--- config.mk ---
export PLATFORM = sky130hd
export DESIGN_NAME = iep_bits
export DESIGN_NICKNAME = d
export VERILOG_FILES = /design/src/rtl/iep_pkg.sv /design/src/rtl/iep_bits.sv
export SDC_FILE = /design/constraint.sdc
export NUM_CORES = 1
export LEC_CHECK = 0
export BUFFER_PORTS_ARGS = -buffer_cell sky130_fd_sc_hd__buf_4
export CAP_MARGIN = 20
export CORE_MARGIN = 5
export CORE_UTILIZATION = 48
export CTS_CLUSTER_DIAMETER = 60
export DETAILED_ROUTE_END_ITERATION = 16
export HOLD_SLACK_MARGIN = 0.03
export PLACE_DENSITY_LB_ADDON = 0.08
export SYNTH_ARGS = -nofsm -noshare
export SYNTH_HDL_FRONTEND = slang
export SYNTH_SLANG_ARGS = --single-unit
--- constraint.sdc ---
create_clock -name aclk -period 2.18 [get_ports aclk]
set_clock_uncertainty 0.15 [all_clocks]
set_input_delay 0.109 -clock aclk [delete_from_list [all_inputs] [get_ports aclk]]
set_output_delay 0.109 -clock aclk [all_outputs]
set_load 0.05 [all_outputs]
--- src/rtl/iep_pkg.sv ---
/*
 contents: constants, register map and bus carrier types of the interrupt
 enable / pending bit banks.
 assumes: one 100 MHz clock, synchronous active-low reset, AXI4-Lite master.
*/
// Overview of operation
// - write 1 to upper enable-clear bits 17..0 disables interrupts 49..32
// - enable-clear read returns enable state, 1 enabled, 0 disabled
// - lower pending-set bit n is interrupt n; writing 1 makes it pending
// - pending-set 1 ignored when interrupt already pending or disabled
// - writing 0 to enable-clear or pending-set bits changes nothing
// - pending-set read returns pending state, 1 pending, 0 not pending
// - pending-clear 1 clears shared pending bit seen by pending-set view
// - pending-clear 1 has no effect while interrupt is being serviced
package iep_pkg;

   localparam int unsigned NUM_IRQ = 50;
   localparam int unsigned HI_BITS = 18;
   localparam int unsigned AW      = 12;
   localparam int unsigned NUM_EVT = 2;

   // register byte offsets
   localparam logic [AW-1:0] OFS_EN_SET_LO = 12'h000;
   localparam logic [AW-1:0] OFS_EN_SET_HI = 12'h004;
   localparam logic [AW-1:0] OFS_EN_CLR_LO = 12'h008;
   localparam logic [AW-1:0] OFS_EN_CLR_HI = 12'h00c;
   localparam logic [AW-1:0] OFS_PS_LO     = 12'h010;
   localparam logic [AW-1:0] OFS_PS_HI     = 12'h014;
   localparam logic [AW-1:0] OFS_PC_LO     = 12'h018;
   localparam logic [AW-1:0] OFS_PC_HI     = 12'h01c;
   localparam logic [AW-1:0] OFS_EVT_STS   = 12'h020;
   localparam logic [AW-1:0] OFS_EVT_MSK   = 12'h024;

   // event status / mask bit positions
   localparam int unsigned EVT_SET_IGNORED = 0;
   localparam int unsigned EVT_CLR_BLOCKED = 1;

   // reset values
   localparam logic [NUM_IRQ-1:0] EN_RST  = 50'h0;
   localparam logic [NUM_EVT-1:0] EVT_RST = 2'h0;

   localparam logic [1:0] RESP_OKAY   = 2'h0;
   localparam logic [1:0] RESP_SLVERR = 2'h2;

   typedef struct packed {
      logic          awvalid;
      logic [AW-1:0] awaddr;
      logic          wvalid;
      logic [31:0]   wdata;
      logic [3:0]    wstrb;
      logic          bready;
      logic          arvalid;
      logic [AW-1:0] araddr;
      logic          rready;
   } iep_axil_req_t;

   typedef struct packed {
      logic        awready;
      logic        wready;
      logic        bvalid;
      logic [1:0]  bresp;
      logic        arready;
      logic        rvalid;
      logic [31:0] rdata;
      logic [1:0]  rresp;
   } iep_axil_rsp_t;

endpackage

--- src/rtl/iep_bits.sv ---
/*
 contents: enable-clear and pending-set bit banks for 50 interrupt lines,
 with enable-set and pending-clear companions, an event status/mask pair
 and an AXI4-Lite register slave.
 assumes: peripheral requests and service indications are synchronous to
 aclk; the bus master keeps one write and one read outstanding at most.
*/
// The register addresses and the AXI4-Lite interface to the registers were decided locally.
`timescale 1ns/1ns
`default_nettype none

module iep_bits (
   // clock and reset
   input  wire logic                    aclk,
   input  wire logic                    aresetn,
   // register bus
   input  wire iep_pkg::iep_axil_req_t  bus_req,
   output var  iep_pkg::iep_axil_rsp_t  bus_rsp,
   // interrupt lines
   input  wire logic [49:0]             irq_req,
   input  wire logic [49:0]             irq_active,
   output var  logic [49:0]             irq_enable,
   output var  logic [49:0]             irq_pending,
   // event interrupt
   output var  logic                    evt_irq
);
   import iep_pkg::*;

   typedef struct packed {
      logic                 aw_ok;
      logic [AW-1:0]        aw_addr;
      logic                 w_ok;
      logic [31:0]          w_data;
      logic [3:0]           w_strb;
      logic                 awready;
      logic                 wready;
      logic                 bvalid;
      logic [1:0]           bresp;
      logic                 arready;
      logic                 rvalid;
      logic [31:0]          rdata;
      logic [1:0]           rresp;
      logic [NUM_IRQ-1:0]   en;
      logic [NUM_IRQ-1:0]   pend;
      logic [NUM_EVT-1:0]   sts;
      logic [NUM_EVT-1:0]   msk;
      logic                 irq;
   } iep_state_t;

   iep_state_t s_q;
   iep_state_t s_d;
   iep_state_t s_rst;

   logic               wr_fire;
   logic               ar_fire;
   logic [31:0]        wm;
   logic [NUM_IRQ-1:0] en_set;
   logic [NUM_IRQ-1:0] en_clr;
   logic [NUM_IRQ-1:0] p_set;
   logic [NUM_IRQ-1:0] p_clr;
   logic [NUM_EVT-1:0] evt;
   logic [NUM_EVT-1:0] sts_w1c;
   logic               wr_hit;

   function automatic logic [AW-1:0] word_addr(input logic [AW-1:0] a);
      return {a[AW-1:2], 2'b00};
   endfunction

   function automatic logic [31:0] byte_mask(input logic [3:0] strb);
      return {{8{strb[3]}}, {8{strb[2]}}, {8{strb[1]}}, {8{strb[0]}}};
   endfunction

   function automatic logic is_mapped(input logic [AW-1:0] a);
      return word_addr(a) <= OFS_EVT_MSK;
   endfunction

   // upper words expose only 18 live bits
   function automatic logic [31:0] hi_word(input logic [NUM_IRQ-1:0] v);
      return {14'h0, v[NUM_IRQ-1:32]};
   endfunction

   function automatic logic [31:0] read_reg(input logic [AW-1:0] a, input iep_state_t s);
      logic [31:0] r;
      r = 32'h0;
      case (word_addr(a))
         OFS_EN_SET_LO, OFS_EN_CLR_LO: r = s.en[31:0];
         OFS_EN_SET_HI, OFS_EN_CLR_HI: r = hi_word(s.en);
         OFS_PS_LO, OFS_PC_LO:         r = s.pend[31:0];
         OFS_PS_HI, OFS_PC_HI:         r = hi_word(s.pend);
         OFS_EVT_STS:                  r = {30'h0, s.sts};
         OFS_EVT_MSK:                  r = {30'h0, s.msk};
         default:                      r = 32'h0;
      endcase
      return r;
   endfunction

   always_comb begin
      s_rst         = '0;
      s_rst.en      = EN_RST;
      s_rst.sts     = EVT_RST;
      s_rst.msk     = EVT_RST;
      s_rst.awready = 1'b1;
      s_rst.wready  = 1'b1;
      s_rst.arready = 1'b1;
      // pending state is not reset: it keeps whatever it powered up with
      s_rst.pend    = s_q.pend;
   end

   assign wr_fire = s_q.aw_ok & s_q.w_ok & ~s_q.bvalid;
   assign ar_fire = bus_req.arvalid & s_q.arready;
   assign wm      = s_q.w_data & byte_mask(s_q.w_strb);
   assign wr_hit  = is_mapped(s_q.aw_addr);

   // decode a completing write into set / clear vectors
   always_comb begin
      en_set  = '0;
      en_clr  = '0;
      p_set   = '0;
      p_clr   = '0;
      sts_w1c = '0;
      if (wr_fire) begin
         case (word_addr(s_q.aw_addr))
            OFS_EN_SET_LO: en_set[31:0]         = wm;
            OFS_EN_SET_HI: en_set[NUM_IRQ-1:32] = wm[HI_BITS-1:0];
            OFS_EN_CLR_LO: en_clr[31:0]         = wm;
            OFS_EN_CLR_HI: en_clr[NUM_IRQ-1:32] = wm[HI_BITS-1:0];
            OFS_PS_LO:     p_set[31:0]          = wm;
            OFS_PS_HI:     p_set[NUM_IRQ-1:32]  = wm[HI_BITS-1:0];
            OFS_PC_LO:     p_clr[31:0]          = wm;
            OFS_PC_HI:     p_clr[NUM_IRQ-1:32]  = wm[HI_BITS-1:0];
            OFS_EVT_STS:   sts_w1c              = wm[NUM_EVT-1:0];
            default:       sts_w1c              = '0;
         endcase
      end
      // a software set that finds the line disabled or already pending is noted
      evt                  = '0;
      evt[EVT_SET_IGNORED] = |(p_set & ~(s_q.en & ~s_q.pend));
      evt[EVT_CLR_BLOCKED] = |(p_clr & irq_active);
   end

   always_comb begin
      s_d = s_q;

      // write address and data are taken in either order, held until used
      if (bus_req.awvalid && s_q.awready) begin
         s_d.aw_ok   = 1'b1;
         s_d.aw_addr = bus_req.awaddr;
      end
      if (bus_req.wvalid && s_q.wready) begin
         s_d.w_ok   = 1'b1;
         s_d.w_data = bus_req.wdata;
         s_d.w_strb = bus_req.wstrb;
      end
      if (wr_fire) begin
         s_d.aw_ok  = 1'b0;
         s_d.w_ok   = 1'b0;
         s_d.bvalid = 1'b1;
         s_d.bresp  = wr_hit ? RESP_OKAY : RESP_SLVERR;
      end
      if (s_q.bvalid && bus_req.bready) begin
         s_d.bvalid = 1'b0;
      end
      s_d.awready = ~s_d.aw_ok;
      s_d.wready  = ~s_d.w_ok;

      // read: one outstanding, data captured at the address handshake
      if (ar_fire) begin
         s_d.rvalid = 1'b1;
         s_d.rdata  = read_reg(bus_req.araddr, s_q);
         s_d.rresp  = is_mapped(bus_req.araddr) ? RESP_OKAY : RESP_SLVERR;
      end else if (s_q.rvalid && bus_req.rready) begin
         s_d.rvalid = 1'b0;
      end
      s_d.arready = ~s_d.rvalid;

      // zero bits leave state alone: only ones reach the set/clear vectors
      s_d.en = (s_q.en | en_set) & ~en_clr;

      // clear is masked by service; hardware and software sets win over clear
      s_d.pend = (s_q.pend & ~(p_clr & ~irq_active))
               | (irq_req & s_q.en)
               | (p_set & s_q.en & ~s_q.pend);

      // only the low byte holds mask bits, so only its strobe matters
      if (wr_fire && word_addr(s_q.aw_addr) == OFS_EVT_MSK && s_q.w_strb[0]) begin
         s_d.msk = s_q.w_data[NUM_EVT-1:0];
      end
      // event set wins over a same-cycle write-one clear
      s_d.sts = (s_q.sts & ~sts_w1c) | evt;
      s_d.irq = |(s_d.sts & s_d.msk);

      if (!aresetn) begin
         s_d = s_rst;
      end
   end

   always_ff @(posedge aclk) begin
      s_q <= s_d;
   end

   assign bus_rsp.awready = s_q.awready;
   assign bus_rsp.wready  = s_q.wready;
   assign bus_rsp.bvalid  = s_q.bvalid;
   assign bus_rsp.bresp   = s_q.bresp;
   assign bus_rsp.arready = s_q.arready;
   assign bus_rsp.rvalid  = s_q.rvalid;
   assign bus_rsp.rdata   = s_q.rdata;
   assign bus_rsp.rresp   = s_q.rresp;
   assign irq_enable      = s_q.en;
   assign irq_pending     = s_q.pend;
   assign evt_irq         = s_q.irq;
endmodule

`default_nettype wire

Word-level counts from Yosys, hierarchy flattened

Index checks and enable logic that the tools add are counted.

$lt $le $gt $ge: 2
Eq/ne operators: 18
Mux-type cells: 24
Bitwise logic cells: 30
Reductions and logical operators: 16

Operators with widths:

| cell                                                                    | number |
|---|---|
| 50-bit AND                                                              | 9 |
| 50-bit inverter                                                         | 5 |
| 50-bit two-way mux                                                      | 4 |
| 32-bit case mux with 6 select lines                                     | 1 |
| 50-bit bitwise OR                                                       | 3 |
| 32-bit two-way mux                                                      | 4 |
| 50-bit OR reduction                                                     | 2 |
| 10-bit by 3-bit equality test with 1-bit output (second input constant) | 8 |
| 18-bit two-way mux                                                      | 4 |
| 10-bit by 2-bit equality test with 1-bit output (second input constant) | 4 |
| 10-bit by 4-bit equality test with 1-bit output (second input constant) | 4 |
| 37-bit two-way mux                                                      | 1 |
| 32-bit AND                                                              | 1 |
| 12-bit by 6-bit <= comparator with 1-bit output (second input constant) | 2 |
| 10-bit by 1-bit equality test with 1-bit output (second input constant) | 2 |
| 10-bit logical NOT                                                      | 2 |
| 13-bit two-way mux                                                      | 1 |
| 2-bit OR reduction                                                      | 6 |
| 2-bit two-way mux                                                       | 5 |
| 1-bit logical AND                                                       | 6 |
| 1-bit inverter                                                          | 5 |
| 2-bit AND                                                               | 2 |
| 1-bit two-way mux                                                       | 4 |
| 1-bit AND                                                               | 3 |
| other kinds (2)                                                         | 2 |

Register bits: 196
Input bits: 167
Output and inout port bits: 142
Logic and storage cells: 108

Longest topological paths before layout

Gate-level depths: netlist of the first run.

Word-level depth: 8
Depth in mapped cells: 8
Mapped depth without buffers: 7

Least setup slack after synthesis of the first run

No wires, ideal clock.

Kind: register -> register
Start: register s_q[192] (netlist bit)
End: register s_q (netlist bit irq_pending[47]), data pin
Setup time: 0.258 ns
Arrival: 1.817 ns
Data required time: 1.772 ns
Setup slack: -0.045 ns
Stages on the path, launching flop included: 8
Buffers on the path: 2
Period minus slack after synthesis: 2.225 ns
Cells stage by stage: dfxtp_1 or4_4 nor3b_4 nand4_2 buf_6 buf_6 o31ai_2 nand2_1

Word-level cells in the longest chain between the ends: 8
Elaborated cells between the ends (all ways): 13
Classes of those cells: eq/ne: 2; mux: 4; bitwise: 7

Ends and longest elaborated chain:

| what                                            | RTL line        | RTL |
|---|---|---|
| from (decl)                                     | iep_bits.sv:50  | `iep_state_t s_q;` |
| from (signal assigned)                          | iep_bits.sv:198 | `s_q <= s_d;` |
| 10-bit by 3-bit equality test with 1-bit output | iep_bits.sv:122 | `case (word_addr(s_q.aw_addr))` |
| 18-bit two-way mux                              | iep_bits.sv:122 |  |
| 50-bit two-way mux                              | iep_bits.sv:121 | `if (wr_fire) begin` |
| 50-bit AND                                      | iep_bits.sv:180 | `s_d.pend = (s_q.pend & ~(p_clr & ~irq_active))` |
| 50-bit inverter                                 | iep_bits.sv:180 |  |
| 50-bit AND                                      | iep_bits.sv:180 |  |
| 50-bit bitwise OR                               | iep_bits.sv:181 | `\| (irq_req & s_q.en)` |
| 50-bit bitwise OR *                             | iep_bits.sv:182 | `\| (p_set & s_q.en & ~s_q.pend);` |

Mark *: on every way between the ends. The rest lies on a longest branch, timed or not.
A chain may end at the register's enable or synchronous reset.

Final worst setup path of the first run

Start: register s_q[191] (netlist bit)
End: register s_q (netlist bit irq_pending[34]), data pin

Same word-level chain as after synthesis.

==> qor.txt, run 1 <==
Data required, critical path - 2.22 ns
Worst path arrival time - 2.39 ns
Worst reg2reg path endpoint - irq_pending[34]
Area delta synth->final - 54.2%
Max-slew violations - 0
Layout Utilization - 74.8%
Die ar. - 25,000 um^2
Reg clk slew, reported paths - 0.07 ns
Htree depth - 4
Final Hold Fails - 0
Cell area after synthesis - 10,500 um^2
Top-Level Pins - 309
Static Leak - 6.52 nW
Max_slew headroom - 64.5%
Critical path class - reg2reg
Core area - 21,700 um^2
Die Y - 158 um
Total track usage - 33.0%
Cts bufs inserted - 17
R2r startpoint - s_q[191]
Total Wirelength - 44.9 mm
Initial antenna violation count - 1
CP Launch Type - flop
DRC - 0
Post-DP Area - 13,200 um^2
Violated checks - negative setup slack
Status - complete, but fails checks
First-pass GRT wire length - 64.0 mm
Worst-path fanout max - 20
Worst-Margin Slew - 0.532 ns
Fin area - 16,200 um^2
IO Port Bufs - 302
Synth async-reset ratio - 0%
# rows - 54
Depth of the most critical reg-to-reg path - 6
Worst-case clock buffer depth - 2
YS warnings - 0
Initial Utilization - 48.5%
FF+latch count, synth - 192
Largest net degree at the start of global routing - 58
Final hold slack - 0.0528 ns
DP HPWL - 29.7 mm
Die Wd - 158 um
Setup TNS - -5.84 ns
Global route total overflow - 0
Worst setup margin - -0.162 ns
Max cap viols - 0
DRT Pass-1 Iters - 8
Final cell count without fillers - 2,024
Final nets - 1,897
# setup viols final - 59
First DRT Iteration DRCs - 1,398
Peak VDD IR - 0.533 mV
Pwr dens - 551 nW/um^2
Root buffer cell - clkbuf_16
FF-to-FF setup slack - -0.16 ns
Mapped Cells - 1,288
Syn avg cell area - 8.17 um^2
Cells after DPL - 1,823
Synth Flop Type - dfxtp_1
Fill cells - 1,577
HP Class - in2reg
Worst Setup EP - irq_pending[34]
Insertion delay to the later sink of the worst-skew pair - 0.45 ns
Min cycle time layout - 2.34 ns
Vias/cell - 5.91
Setup crit end kind - flop
RSZ-0062 raised after global routing - true
Number of enable flip-flop cells after synthesis - 50
Share of layout cells above drive strength 1 - 37.1%
WL/cell - 22.2 um
Sequential area share after synthesis - 41.3%
Post-route ant nets - 0
Vias post-DR - 12,000
Clock sinks - 192
Final worst path period share - 107%
Max Clk Rate - 0.427 GHz
Netlist cell types - 63
Vias in the first global route - 11,400
Placer Congestion - 0.896
TritonCTS clock tree - built
CP Launch Point - s_q[191]
[Yosys cell counts (24+ instances only)]
cell type  number  area (um^2)
a22oi_1        58          435
nand2_1       182          683
nor2_1         91          342
edfxtp_1       50         1500
nor3_1         58          290
nand2b_1       24          150
o21ai_0       107          536
o31ai_1        37          278
clkbuf_1       45          169
a21oi_1       133          666
buf_4         142         1070
dfxtp_1       142         2840
[critical path, stage by stage, from the launching register on]
cell	delay (ns)
dfxtp_2	0.32
or4_4	0.59
nor3b_4	0.32
nand4_2	0.17
buf_12	0.21
o31ai_2	0.24
nand2_1	0.08
[through the flow]
stage / power [mW] / setup slack, ns
3_5_place_dp: 5.33 / -0.254
3_3_place_gp: 5.32 / -0.223
5_1_grt: 9.17 / -0.229
6_report: 8.94 / -0.162
2_1_floorplan: 4.65 / -0.0429
4_1_cts: 8.75 / -0.0941
[how the worst min path moves through the flow]
stage / start / to / slack (ns) / depth (start not counted)
4_1_cts: bus_req[64] / s_q[190] / 0.04 / 4
5_1_grt: bus_req[3] / bus_rsp[3] / 0.09 / 4
2_1_floorplan: aresetn / irq_pending[0] / 0.07 / 0
6_report: bus_req[3] / bus_rsp[2] / 0.05 / 4
3_3_place_gp: bus_req[45] / s_q[176] / 0.21 / 3
3_5_place_dp: bus_req[37] / s_q[168] / 0.22 / 3
[registers in the layout, indices dropped and copies added (netlist names)]
name and count:
bus_rsp 39, evt_irq 1, irq_enable 50, irq_pending 50, s_q 52
[logic make-up (layout without fill, tap and decap cells)]
kind of cell           after synthesis  count (layout)  synth area share, %
DFF                                192             192                 41.3
other                                1               3               0.0356
buffers and inverters              230             684                 13.7
and+or+nand+nor                    441             441                 19.8
muxes                                2               2                0.190
AOI/OAI and AO/OA                  422             422                 25.0
[layer usage]
metal	vias to the layer above	part of all wire [%]	routed length [um]	global-route usage (%)
met5	-	0	0	0
met3	116	12	5160	6.40
li1	5398	-	-	-
met1	5636	38	17200	44.0
met2	802	47	21000	54.4
met4	0	3.4	1520	10.4
[placed cells by master, fill, tap and decap left out, types with 4 or more instances in the layout]
cell / n
buf_6: 12
a211oi_1: 7
nand2b_1: 23
o21ai_0: 41
nor3_4: 7
nor3_1: 24
edfxtp_1: 50
nand2_2: 5
nor4_4: 4
o31ai_2: 33
nor4_2: 5
a21oi_1: 130
a31oi_1: 22
nor2_1: 89
o22ai_1: 11
o31ai_1: 14
a22oi_1: 57
o21ai_1: 60
dlygate4sd3_1: 150
a32oi_1: 4
a221o_1: 4
buf_4: 449
o21ai_2: 7
a222oi_1: 7
clkbuf_16: 27
nand3_1: 22
and2_1: 9
nand2_1: 173
inv_1: 18
clkinv_4: 4
nand2_4: 4
and3_1: 4
buf_12: 15
nor2b_1: 15
nor3_2: 28
dfxtp_1: 138
[power breakdown]
group          switching, mW  internal, mW
logic                  0.947         0.803
registers              0.125          3.78
clock network           1.52          1.76
[cell type report]
cell class | count | area, um^2 | share of cell area (%)
Clock inverter | 9 | 81.3 | 0.501
Antenna cell | 1 | 2.50 | 0.0154
Tap cell | 280 | 350 | 2.16
Inverter | 19 | 71.3 | 0.440
Timing Repair Buffer | 633 | 5480 | 33.8
Sequential cell | 192 | 4350 | 26.8
Clock buffer | 23 | 532 | 3.28
Multi-Input combinational cell | 867 | 5350 | 33.0
[what timing repair did]
action	CTS	global route
hold buffers	150	0
hold endpoints to repair	112	0
resized for setup	26	190
setup buffers	2	7
pin swaps	8	28
setup endpoints to repair	68	100
cloned	0	9
Note: power is estimated with default switching activity, not from simulation.
==> inputs of run 2 (changes only) <==
- PLACE_DENSITY: not set -> 0.74
- PLACE_DENSITY_LB_ADDON: 0.08 -> not set
==> qor.txt, run 2 (same netlist as run 1, synthesis figures left out) <==
Max_slew headroom - 63.1% (was 64.5%)
Reg clk slew, reported paths - 0.07 ns (about the same)
Total Wirelength - 46.7 mm (was 44.9 mm)
DRT Pass-1 Iters - 6 (was 8)
HP Class - in2reg (unchanged)
Initial Utilization - 48.5% (unchanged)
Die ar. - 25,000 um^2 (unchanged)
# setup viols final - 57 (was 59)
Die Wd - 158 um (unchanged)
Area delta synth->final - 52.0% (was 54.2%)
Commonest cells after routing, fill and taps aside - buf_4, nand2_1, dlygate4sd3_1 (unchanged)
Cts bufs inserted - 17 (unchanged)
Final nets - 1,889 (was 1,897)
Top sig layer - met4 (unchanged)
Worst-case clock buffer depth - 2 (unchanged)
Final worst path period share - 107% (about the same)
Critical path class - reg2reg (unchanged)
Worst-Margin Slew - 0.553 ns (was 0.532 ns)
Clock sinks - 192 (unchanged)
Static Leak - 6.40 nW (was 6.52 nW)
Diodes inserted - 0 (was 1)
Met3 wire len - 5.74 mm (was 5.16 mm)
Max reg flops - 52 (unchanged)
Vias in the first global route - 12,000 (was 11,400)
Depth of the most critical reg-to-reg path - 8 (was 6)
Worst path arrival time - 2.54 ns (was 2.39 ns)
Hold EP - s_q[192] (was bus_rsp[2])
Post-route ant nets - 0 (unchanged)
IO Port Bufs - 302 (unchanged)
# rows - 54 (unchanged)
First-pass GRT wire length - 66.4 mm (was 64.0 mm)
Root buffer cell - clkbuf_16 (unchanged)
Status - complete, but fails checks (unchanged)
Worst setup margin - -0.161 ns (was -0.162 ns)
Largest net degree at the start of global routing - 62 (was 58)
Vias/cell - 6.14 (was 5.91)
Final hold slack - 0.0532 ns (was 0.0528 ns)
TritonCTS clock tree - built (unchanged)
Insertion delay to the later sink of the worst-skew pair - 0.45 ns (about the same)
Global route total overflow - 0 (unchanged)
Worst Hold Depth - 4 (unchanged)
Total track usage - 34.3% (was 33.0%)
FF-to-FF setup slack - -0.16 ns (about the same)
Htree depth - 4 (unchanged)
Max cap viols - 0 (unchanged)
Final Hold Fails - 0 (unchanged)
Data required, critical path - 2.38 ns (was 2.22 ns)
RSZ-0062 raised after global routing - true (unchanged)
R2r startpoint - s_q[192] (was s_q[191])
Die Y - 158 um (unchanged)
CP Launch Type - flop (unchanged)
Placer Congestion - 0.938 (was 0.896)
Share of layout cells above drive strength 1 - 34.8% (was 37.1%)
Top-Level Pins - 309 (unchanged)
DRC - 0 (unchanged)
Pwr dens - 561 nW/um^2 (was 551 nW/um^2)
First DRT Iteration DRCs - 1,556 (was 1,398)
Layout Utilization - 73.7% (was 74.8%)
Vias post-DR - 12,400 (was 12,000)
Routed wl met2 - 21.4 mm (was 21.0 mm)
Most flop-heavy register - s_q (unchanged)
WL/cell - 23.2 um (was 22.2 um)
Max Clk Rate - 0.427 GHz (about the same)
DP HPWL - 29.9 mm (was 29.7 mm)
Peak VDD IR - 0.517 mV (was 0.533 mV)
Setup crit end kind - flop (unchanged)
Violated checks - negative setup slack (unchanged)
Metal-1 WL - 16.8 mm (was 17.2 mm)
Hold Startpoint - bus_req[64] (was bus_req[3])
Commonest non-fill, non-tap cell in the layout - buf_4 (unchanged)
Initial antenna violation count - 0 (was 1)
Worst reg2reg path endpoint - irq_enable[7] (was irq_pending[34])
Min cycle time layout - 2.34 ns (about the same)
Max-slew violations - 0 (unchanged)
Core area - 21,700 um^2 (unchanged)
Worst-path fanout max - 5 (was 20)
-- run 2: cell count changes in the layout (fill, tap and decap cells not counted), moves of 7 or more --
| cell | delta |
|---|---|
| nand2_1 | +7 |
| o21ai_0 | +31 |
| o21ai_1 | -30 |
| nor3_2 | -9 |
| buf_4 | -16 |
| o31ai_4 | +7 |
| nor3_1 | +12 |
-- run 2: how the worst max path moves through the flow --
| stage | from | end | slack, ns | cells past startpoint |
|---|---|---|---|---|
| after floorplan | s_q[192] | irq_pending[47] | -0.04 | 7 |
| after global placement | s_q[161] | s_q[4] | -0.20 | 8 |
| after detailed placement | s_q[161] | s_q[4] | -0.21 | 8 |
| after CTS | s_q[192] | s_q[4] | -0.08 | 8 |
| after global routing | s_q[192] | irq_pending[29] | -0.22 | 6 |
| final | s_q[192] | irq_enable[7] | -0.16 | 8 |
-- run 2: cell type report --
class | count | area [um^2]
fill | 1469 | 5700
timing repair buffer | 625 | 5430
multi-input combinational | 867 | 5200
sequential | 192 | 4350
clock buffer | 20 | 437
tap | 280 | 350
clock inverter | 12 | 158
inverter | 19 | 71.3
-- run 2: critical path: stages, from the launching register on --
cell and delay (ns):
dfxtp_2 0.32, or4_4 0.58, buf_4 0.17, nor3_4 0.15, buf_6 0.14, and2_4 0.23, buf_6 0.16, a31oi_1 0.13
nor2_1 0.21
-- run 2: what timing repair did --
item	in CTS	in global routing
setup buffers	1	2
pin swaps	8	27
gates resized for setup	34	116
cloned	0	11
hold endpoints to repair	119	0
setup endpoints to repair	54	104
hold buffers	154	0
-- run 2: per-stage QoR --
| stage | setup WS [ns] | setup TNS (ns) | total power, mW | instance area [um^2] | std cells |
|---|---|---|---|---|---|
| floorplan | -0.0429 | -0.427 | 4.65 | 10500 | 1289 |
| global placement | -0.195 | -0.653 | 5.32 | 13100 | 1815 |
| detailed placement | -0.215 | -1.52 | 5.33 | 13100 | 1815 |
| CTS | -0.0822 | -1.99 | 8.77 | 15400 | 2002 |
| global route | -0.217 | -9.81 | 9.19 | 16000 | 2015 |
| finish | -0.161 | -3.34 | 8.97 | 16000 | 2015 |
-- run 2: power by group --
group / internal, mW / switching [mW] / total [mW] / leakage, nW
Combinational: 0.827 / 0.971 / 1.80 / 4.46
Clock: 1.82 / 1.44 / 3.26 / 0.289
Sequential: 3.78 / 0.125 / 3.91 / 1.64
Total: 6.43 / 2.54 / 8.97 / 6.40
-- run 2: metal layers --
| layer | GRT usage [%] | up-vias |
|---|---|---|
| met5 | 0 | - |
| met4 | 19.0 | 0 |
| met1 | 42.8 | 5796 |
| li1 | - | 5368 |
| met2 | 55.1 | 972 |
| met3 | 7.82 | 237 |
